**config.mk**
```make
export PLATFORM = sky130hd
export DESIGN_NAME = lite_timebase_counter
export DESIGN_NICKNAME = d
export VERILOG_FILES = /design/src/design/lite_timebase_counter.v /design/src/design/timebase_tick_gen.v
export VERILOG_INCLUDE_DIRS = /design/src /design/src/design
export SDC_FILE = /design/constraint.sdc
export NUM_CORES = 1
export LEC_CHECK = 0
export ABC_CLOCK_PERIOD_IN_PS = 1800
export BUFFER_PORTS_ARGS = -buffer_cell sky130_fd_sc_hd__buf_2
export CAP_MARGIN = 10
export CORE_ASPECT_RATIO = 1.5
export CORE_UTILIZATION = 35
export DETAILED_ROUTE_END_ITERATION = 8
export GPL_TIMING_DRIVEN = 1
export SLEW_MARGIN = 30
export SYNTH_ARGS = -nofsm -noshare
export SYNTH_HDL_FRONTEND = slang
export SYNTH_HIERARCHICAL = 1
export SYNTH_SLANG_ARGS = --single-unit
export TNS_END_PERCENT = 50
```
**constraint.sdc**
```tcl
create_clock -name ref_clk_in -period 1.8 [get_ports ref_clk_in]
set_input_delay 0.36 -clock ref_clk_in [delete_from_list [all_inputs] [get_ports ref_clk_in]]
set_output_delay 0.36 -clock ref_clk_in [all_outputs]
set_load 0.05 [all_outputs]
```
**src/design/lite_timebase_consts.vh**
```
// Purpose: constants for the lite timebase counter block
// Assumes: apb byte addresses, one register per aligned word
// Notes:   definitions only
`ifndef LITE_TIMEBASE_CONSTS_VH
`define LITE_TIMEBASE_CONSTS_VH

// register byte offsets
`define ADDR_MAIN_CTRL_STATUS  8'h00
`define ADDR_TB2_CTRL_STATUS   8'h04
`define ADDR_RELOAD_VALUE      8'h08
`define ADDR_CURRENT_VALUE     8'h0C
`define ADDR_POWER_MODE        8'h10
`define ADDR_EVENT_PULSE       8'h14

// field positions
`define BIT_TB2_FLAG           0
`define BIT_TB2_IE             1
`define BIT_TB1_FLAG           4
`define BIT_TB1_IE             5
`define BIT_CAP_FLAG           6
`define BIT_CAP_IE             7
`define BIT_MODE_SLOW          0
`define BIT_MODE_HALT          1
`define BIT_MODE_WAIT          2
`define BIT_MODE_ACTIVE_HALT   3
`define BIT_PULSE_TB1          0
`define BIT_PULSE_CAP          1

// reset values
`define RST_TB2_CTRL_STATUS    8'h00
`define RST_RELOAD_VALUE       8'h00
`define RST_CURRENT_VALUE      8'h00
`define RST_MAIN_CTRL_STATUS   8'h00
`define RST_POWER_MODE         4'h0

// timing: oscillator divided by this in slow mode
`define SLOW_DIVIDE            32
`define SLOW_DIV_BITS          5

`endif

```
**src/design/lite_timebase_counter.v**
```verilog
// Purpose: lite timer counter 2, reload, status flags and interrupt requests
// Assumes: apb3 slave, 32-bit data, zero wait states
// Notes:   timebase 1 and capture events arrive as pins and are synchronised
`timescale 1ns/1ps
`include "lite_timebase_consts.vh"
// Function
// in slow mode count clock is oscillator divided by 32
// wait and active-halt do not change counting
// halt stops the counter and holds all state; code stops only counter 2, flags and registers still change
// timebase and capture events drive separate interrupt outputs
// interrupt needs its enable bit set and cpu global mask clear
// software writes zero to reserved bits 7:2 of timebase-2 register
// bit 1 of timebase-2 register is read/write interrupt enable
// counter 2 overflow sets bit 0 of timebase-2 register
// reading timebase-2 register clears its flag; writes leave it
// reload register read/write, copied into counter 2 on overflow
// counter 2 value readable, writes ignored
// timebase-2, reload and counter registers reset to zero
// bit 7 of main register is capture interrupt enable
// main register resets to zero except undefined capture flag
// in active-halt the counter keeps running from oscillator
// only timebase 1 wakes active-halt; timebase 2 wakes wait only
// counter increments per tick, overflow reloads and sets flag
module lite_timebase_counter (
   input  wire        ref_clk_in,
   input  wire        rstn_in,
   input  wire        psel_in,
   input  wire        penable_in,
   input  wire        pwrite_in,
   input  wire [7:0]  paddr_in,
   input  wire [31:0] pwdata_in,
   output reg  [31:0] prdata_out,
   output reg         pready_out,
   output reg         pslverr_out,
   input  wire        cpu_irq_mask_in,
   input  wire        tb1_event_in,
   input  wire        capture_event_in,
   output reg         tb1_irq_out,
   output reg         tb2_irq_out,
   output reg         capture_irq_out,
   output reg         wakeup_out
);

   // register state
   reg  [7:0]  counter2_current_value;
   reg  [7:0]  counter2_reload_value;
   reg         timebase2_irq_enable;
   reg         timebase2_overflow_flag;
   reg         timebase1_irq_enable;
   reg         timebase1_event_flag;
   reg         capture_irq_enable;
   reg         capture_event_flag;
   reg  [3:0]  power_mode;
   // pin synchronisers and edge detect
   reg  [1:0]  tb1_sync;
   reg  [1:0]  cap_sync;
   reg         tb1_prev;
   reg         cap_prev;
   reg  [1:0]  mask_sync;
   reg  [7:0]  next_rdata;
   reg         next_err;

   wire        tick;
   wire        mode_slow   = power_mode[`BIT_MODE_SLOW];
   wire        mode_halt   = power_mode[`BIT_MODE_HALT];
   wire        mode_wait   = power_mode[`BIT_MODE_WAIT];
   wire        mode_ahalt  = power_mode[`BIT_MODE_ACTIVE_HALT];
   wire        setup       = psel_in && !penable_in;
   wire        access      = psel_in && penable_in;
   wire        wr          = access && pwrite_in;
   wire        rd          = access && !pwrite_in;
   wire        overflow    = tick && (counter2_current_value == 8'hFF);
   wire        tb1_rise    = tb1_sync[1] && !tb1_prev;
   wire        cap_rise    = cap_sync[1] && !cap_prev;
   wire        irq_allowed = !mask_sync[1];

   // true when the address decodes to a mapped register
   function mapped;
      input [7:0] a;
      begin
         mapped = (a == `ADDR_MAIN_CTRL_STATUS) || (a == `ADDR_TB2_CTRL_STATUS) ||
                  (a == `ADDR_RELOAD_VALUE) || (a == `ADDR_CURRENT_VALUE) ||
                  (a == `ADDR_POWER_MODE) || (a == `ADDR_EVENT_PULSE);
      end
   endfunction

   // count enable; only halt freezes it, wait and active-halt keep it running
   timebase_tick_gen #(
      .DIVIDE   (`SLOW_DIVIDE),
      .DIV_BITS (`SLOW_DIV_BITS)
   ) u_tick (
      .ref_clk_in (ref_clk_in),
      .rstn_in    (rstn_in),
      .slow_in    (mode_slow),
      .stop_in    (mode_halt),          // see see
      .tick_out   (tick)
   );

   // two-stage synchronisers; first stage feeds only the second
   always @(posedge ref_clk_in or negedge rstn_in) begin
      if (!rstn_in) begin
         tb1_sync  <= 2'h0;
         cap_sync  <= 2'h0;
         mask_sync <= 2'h3;
         tb1_prev  <= 1'b0;
         cap_prev  <= 1'b0;
      end else begin
         tb1_sync  <= {tb1_sync[0], tb1_event_in};
         cap_sync  <= {cap_sync[0], capture_event_in};
         mask_sync <= {mask_sync[0], cpu_irq_mask_in};
         tb1_prev  <= tb1_sync[1];
         cap_prev  <= cap_sync[1];
      end
   end

   // counter 2 with automatic reload
   always @(posedge ref_clk_in or negedge rstn_in) begin
      if (!rstn_in) begin
         counter2_current_value <= `RST_CURRENT_VALUE;
      end else if (overflow) begin
         counter2_current_value <= counter2_reload_value;       // see
      end else if (tick) begin
         counter2_current_value <= counter2_current_value + 8'h01;
      end
   end

   // software registers; counter register has no write path
   always @(posedge ref_clk_in or negedge rstn_in) begin
      if (!rstn_in) begin
         counter2_reload_value <= `RST_RELOAD_VALUE;
         timebase2_irq_enable  <= 1'b0;
         timebase1_irq_enable  <= 1'b0;
         capture_irq_enable    <= 1'b0;
         power_mode            <= `RST_POWER_MODE;
      end else if (wr) begin
         case (paddr_in)
            `ADDR_RELOAD_VALUE: begin
               counter2_reload_value <= pwdata_in[7:0];
            end
            `ADDR_TB2_CTRL_STATUS: begin
               timebase2_irq_enable <= pwdata_in[`BIT_TB2_IE];
            end
            `ADDR_MAIN_CTRL_STATUS: begin
               capture_irq_enable   <= pwdata_in[`BIT_CAP_IE];
               timebase1_irq_enable <= pwdata_in[`BIT_TB1_IE];
            end
            `ADDR_POWER_MODE: begin
               power_mode <= pwdata_in[3:0];
            end
            default: begin
               power_mode <= power_mode;
            end
         endcase
      end
   end

   // sticky flags: hardware set wins over clear-on-read in the same cycle
   always @(posedge ref_clk_in or negedge rstn_in) begin
      if (!rstn_in) begin
         timebase2_overflow_flag <= 1'b0;
         timebase1_event_flag    <= 1'b0;
         capture_event_flag      <= 1'b0;   // value may be undefined, held at zero; see
      end else begin
         if (overflow) begin
            timebase2_overflow_flag <= 1'b1;                    // see
         end else if (rd && paddr_in == `ADDR_TB2_CTRL_STATUS) begin
            timebase2_overflow_flag <= 1'b0;
         end
         if (tb1_rise || (wr && paddr_in == `ADDR_EVENT_PULSE && pwdata_in[`BIT_PULSE_TB1])) begin
            timebase1_event_flag <= 1'b1;
         end else if (rd && paddr_in == `ADDR_MAIN_CTRL_STATUS) begin
            timebase1_event_flag <= 1'b0;
         end
         if (cap_rise || (wr && paddr_in == `ADDR_EVENT_PULSE && pwdata_in[`BIT_PULSE_CAP])) begin
            capture_event_flag <= 1'b1;
         end else if (rd && paddr_in == `ADDR_MAIN_CTRL_STATUS) begin
            capture_event_flag <= 1'b0;
         end
      end
   end

   // read mux; reserved bits read zero
   always @* begin
      next_rdata = 8'h00;
      next_err   = !mapped(paddr_in);
      case (paddr_in)
         `ADDR_MAIN_CTRL_STATUS: begin
            next_rdata = {capture_irq_enable, capture_event_flag, timebase1_irq_enable,
                          timebase1_event_flag, 4'h0};
         end
         `ADDR_TB2_CTRL_STATUS: begin
            next_rdata = {6'h00, timebase2_irq_enable, timebase2_overflow_flag};
         end
         `ADDR_RELOAD_VALUE: begin
            next_rdata = counter2_reload_value;
         end
         `ADDR_CURRENT_VALUE: begin
            next_rdata = counter2_current_value;
         end
         `ADDR_POWER_MODE: begin
            next_rdata = {4'h0, power_mode};
         end
         default: begin
            next_rdata = 8'h00;
         end
      endcase
   end

   // apb answer: data registered in setup, ready high for the access cycle
   always @(posedge ref_clk_in or negedge rstn_in) begin
      if (!rstn_in) begin
         prdata_out  <= 32'h00000000;
         pready_out  <= 1'b0;
         pslverr_out <= 1'b0;
      end else begin
         pready_out  <= setup;
         pslverr_out <= setup && next_err;
         if (setup && !pwrite_in) begin
            prdata_out <= {24'h000000, next_rdata};
         end
      end
   end

   // separate request lines, each gated by enable and global mask
   always @(posedge ref_clk_in or negedge rstn_in) begin
      if (!rstn_in) begin
         tb1_irq_out     <= 1'b0;
         tb2_irq_out     <= 1'b0;
         capture_irq_out <= 1'b0;
         wakeup_out      <= 1'b0;
      end else begin
         tb1_irq_out     <= timebase1_event_flag && timebase1_irq_enable && irq_allowed;  // see
         tb2_irq_out     <= timebase2_overflow_flag && timebase2_irq_enable && irq_allowed; // see
         capture_irq_out <= capture_event_flag && capture_irq_enable && irq_allowed;
         // halt is never left by a timer event; active-halt only by timebase 1
         wakeup_out      <= !mode_halt &&
                            ((timebase1_event_flag && timebase1_irq_enable && (mode_ahalt || mode_wait)) ||
                             (timebase2_overflow_flag && timebase2_irq_enable && mode_wait && !mode_ahalt) ||
                             (capture_event_flag && capture_irq_enable && mode_wait && !mode_ahalt));
      end
   end

endmodule

```
**src/design/timebase_tick_gen.v**
```verilog
// Purpose: produce the count enable tick for counter 2
// Assumes: ref clock is the oscillator
// Notes:   in slow mode one tick per divide ratio, else every cycle; no tick while stopped
`timescale 1ns/1ps
`include "lite_timebase_consts.vh"
module timebase_tick_gen #(
   parameter DIVIDE    = `SLOW_DIVIDE,
   parameter DIV_BITS  = `SLOW_DIV_BITS
) (
   input  wire       ref_clk_in,
   input  wire       rstn_in,
   input  wire       slow_in,
   input  wire       stop_in,
   output reg        tick_out
);

   reg  [DIV_BITS-1:0] div_count;

   // divider runs off the oscillator, not the cpu divider; frozen while stopped
   always @(posedge ref_clk_in or negedge rstn_in) begin
      if (!rstn_in) begin
         div_count <= {DIV_BITS{1'b0}};
         tick_out  <= 1'b0;
      end else if (stop_in) begin
         tick_out  <= 1'b0;
      end else if (!slow_in) begin
         div_count <= {DIV_BITS{1'b0}};
         tick_out  <= 1'b1;
      end else begin
         div_count <= div_count + {{(DIV_BITS-1){1'b0}}, 1'b1};
         tick_out  <= (div_count == DIVIDE[DIV_BITS-1:0] - {{(DIV_BITS-1){1'b0}}, 1'b1});
      end
   end

endmodule

```
==> results.json <==
{
  "finalClockSkew_ns": 0.007494,
  "drc": 0,
  "grt_pass1_wl_mm": 8.783,
  "powerDensity_nw_per_um2": 894.9,
  "cp-start-kind": "register",
  "finalSetupViolCount": 0,
  "grt_max_degree": 38,
  "dp_hpwl_mm": 4.121,
  "netlist_instances": 246,
  "crit_path_max_fanout": 9,
  "power_leakage_nw": 1.474,
  "synth_top_area_cell": "dfrtp_1",
  "start_util": 0.3657,
  "path_clk_slew_ns": 0.09,
  "ys.flop_type": "dfrtp_1",
  "yosys-top-cells-count": "dfrtp_1, buf_4, nand2_1",
  "io_buffers": 37,
  "vdd_ir_drop_max_v": 0.0003132,
  "vias": 1878,
  "worstPathArrival_ns": 1.96,
  "antenna_found_initial": 0,
  "design.core.area_um2": 7274,
  "gp_congestion": 0.8038,
  "wl_per_cell_um": 13.61,
  "seq_area_um2": 1354,
  "clock-sinks": 54,
  "ys_ff_latch": 54,
  "layout_setup_ws_ns": 0.07444,
  "netlist_area_um2": 2660,
  "first_pass_iters": 2,
  "dieArea_um2": 7960,
  "synth_edf_count": 0,
  "holdPathStages": 1,
  "cp-end-kind": "register",
  "slew_viol_final": 0,
  "wl_mm": 5.347,
  "maxCapViolCount": 0,
  "yosys.area.top_type_share": 0.4892,
  "fillers": 760,
  "cts_resized": 0,
  "yosysMostFrequentCell": "dfrtp_1",
  "die_x_um": 73.18,
  "avgSynthCellArea_um2": 10.81,
  "min_period_ns": 1.726,
  "async_reset_ff_frac": 1.000,
  "nets": 343,
  "drive_above_1_share": 0.2935,
  "synth_top_cells_by_area": "dfrtp_1, buf_4, mux2_2",
  "post-place-ws_ns": -0.1319,
  "power.total_mw": 2.732,
  "syn2layout_area_growth_pct": 14.77,
  "cts-root-buf": "clkbuf_8",
  "min_period_over_period": 0.9586,
  "clkLatencyLatePin_ns": 0.32,
  "rsz0062_at_grt": "no",
  "dp_cells": 384,
  "grt_pass1_vias": 1848,
  "finalHoldViolCount": 0,
  "track_usage": 0.1495,
  "overflow": 0,
  "hold_class": "in2reg",
  "reg2reg_depth": 5,
  "crit_type": "reg2reg",
  "worstPathRequired_ns": 2.04,
  "yosysWarningCount": 6,
  "holdWs_ns": 0.1318,
  "postLayoutCoreUtil": 0.4197,
  "cts_buffer_depth": 2,
  "fmax_ghz": 0.5795,
  "status": "complete, no violations",
  "cts_tree": "done",
  "multi_input_area_um2": 1145,
  "drt_iter0_drc": 57,
  "via_per_inst": 4.779,
  "cts_max_level": 2,
  "num_antenna_cells": 0,
  "synthDistinctLibCells": 48,
  "die_h_um": 108.8,
  "cts_buffers": 5,
  "ys_seq_area_frac": 0.5089,
  "num_rows": 38,
  "final_antenna_net_count": 0,
  "ios": 86,
  "stdcell_count": 393
}
==> flip-flops by register name, summed over array words and instances, names as in the netlist, 2 cells and up <==
| name | cells |
|---|---|
| cap_sync | 2 |
| mask_sync | 2 |
| prdata_out | 8 |
| u_tick/div_count | 5 |
| counter2_current_value | 8 |
| power_mode | 4 |
| tb1_sync | 2 |
| counter2_reload_value | 8 |
==> repair_timing <==
item                                   in CTS  in global routing
endpoints found under the hold margin      15                  0
setup endpoints to repair                   0                  0
buffers inserted                            0                  0
hold buffers                                1                  0
==> layout by cell type (no fill, tap or decap), drive strengths merged, types with 2 or more instances in the layout <==
cell / instances
a221oi: 2
mux2: 19
buf: 50
a41oi: 2
o211ai: 2
and4: 2
nand2b: 4
nand2: 26
ha: 3
nor2b: 5
clkbuf: 7
and3: 7
dfrtp: 52
nor2: 14
nor3: 3
inv: 4
nand3: 5
a221o: 2
dfstp: 2
o21ai: 14
nand4: 3
mux2i: 8
a21oi: 13
conb: 24
a31oi: 7
==> cells by family (layout without fill, tap and decap cells) <==
kind of cell               after synthesis  count (layout)  share of synthesized area
buffers and inverters                   39              63                    0.09407
other                                    1              24                   0.001410
adders and majority gates                3               3                    0.01411
and+or+nand+nor                         77              77                     0.1618
AOI/OAI and AO/OA                       45              45                     0.1035
muxes                                   27              27                     0.1162
DFF                                     54              54                     0.5089
==> layout make-up <==
| class | count | share of cell area |
|---|---|---|
| clock buffers | 7 | 0.02500 |
| clock inverters | 1 | 0.002459 |
| multi-input cells | 176 | 0.3750 |
| flip-flops and latches | 54 | 0.4434 |
| inverters | 4 | 0.004918 |
| repair buffers | 51 | 0.1082 |
| well taps | 100 | 0.04098 |
==> critical path, stage by stage, from the launching register on <==
cell     delay, ns
dfrtp_1       0.39
ha_1          0.21
and3_1        0.19
and4_1        0.35
or2_2         0.33
a31oi_1       0.17
==> report_power, final <==
group	switching, mW	internal, mW
Combinational	0.385	0.263
Sequential	0.0953	1.32
Clock	0.391	0.276
==> path summary, 6_finish.rpt <==
path	from	endpoint	slack, ns
setup / recovery	counter2_current_value[0]$_DFFE_PN0P_	counter2_current_value[0]$_DFFE_PN0P_	0.07
setup reg to reg	counter2_current_value[0]$_DFFE_PN0P_	counter2_current_value[0]$_DFFE_PN0P_	0.07
min in group asynchronous	rstn_in	timebase1_event_flag$_DFFE_PN0P_	0.50
hold reg to reg	cap_sync[0]$_DFF_PN0_	cap_sync[1]$_DFF_PN0_	0.35
hold / removal	cpu_irq_mask_in	mask_sync[0]$_DFF_PN1_	0.13
max in group asynchronous	rstn_in	counter2_reload_value[5]$_DFFE_PN0P_	0.76
==> stage by stage <==
stage | instance area [um^2] | setup TNS (ns)
2_1_floorplan | 2749 | 0
3_3_place_gp | 2959 | -1.390
3_5_place_dp | 2959 | -1.700
4_1_cts | 3053 | 0
5_1_grt | 3053 | 0
6_report | 3053 | 0
==> routing by layer <==
layer	track usage	wire, um	up-vias
met5	0	0	-
li1	-	-	904
met3	0.02588	205	14
met2	0.2586	2760	52
met1	0.1597	2091	908
met4	0.1120	290	0
Power figures use the tool's default switching activity.
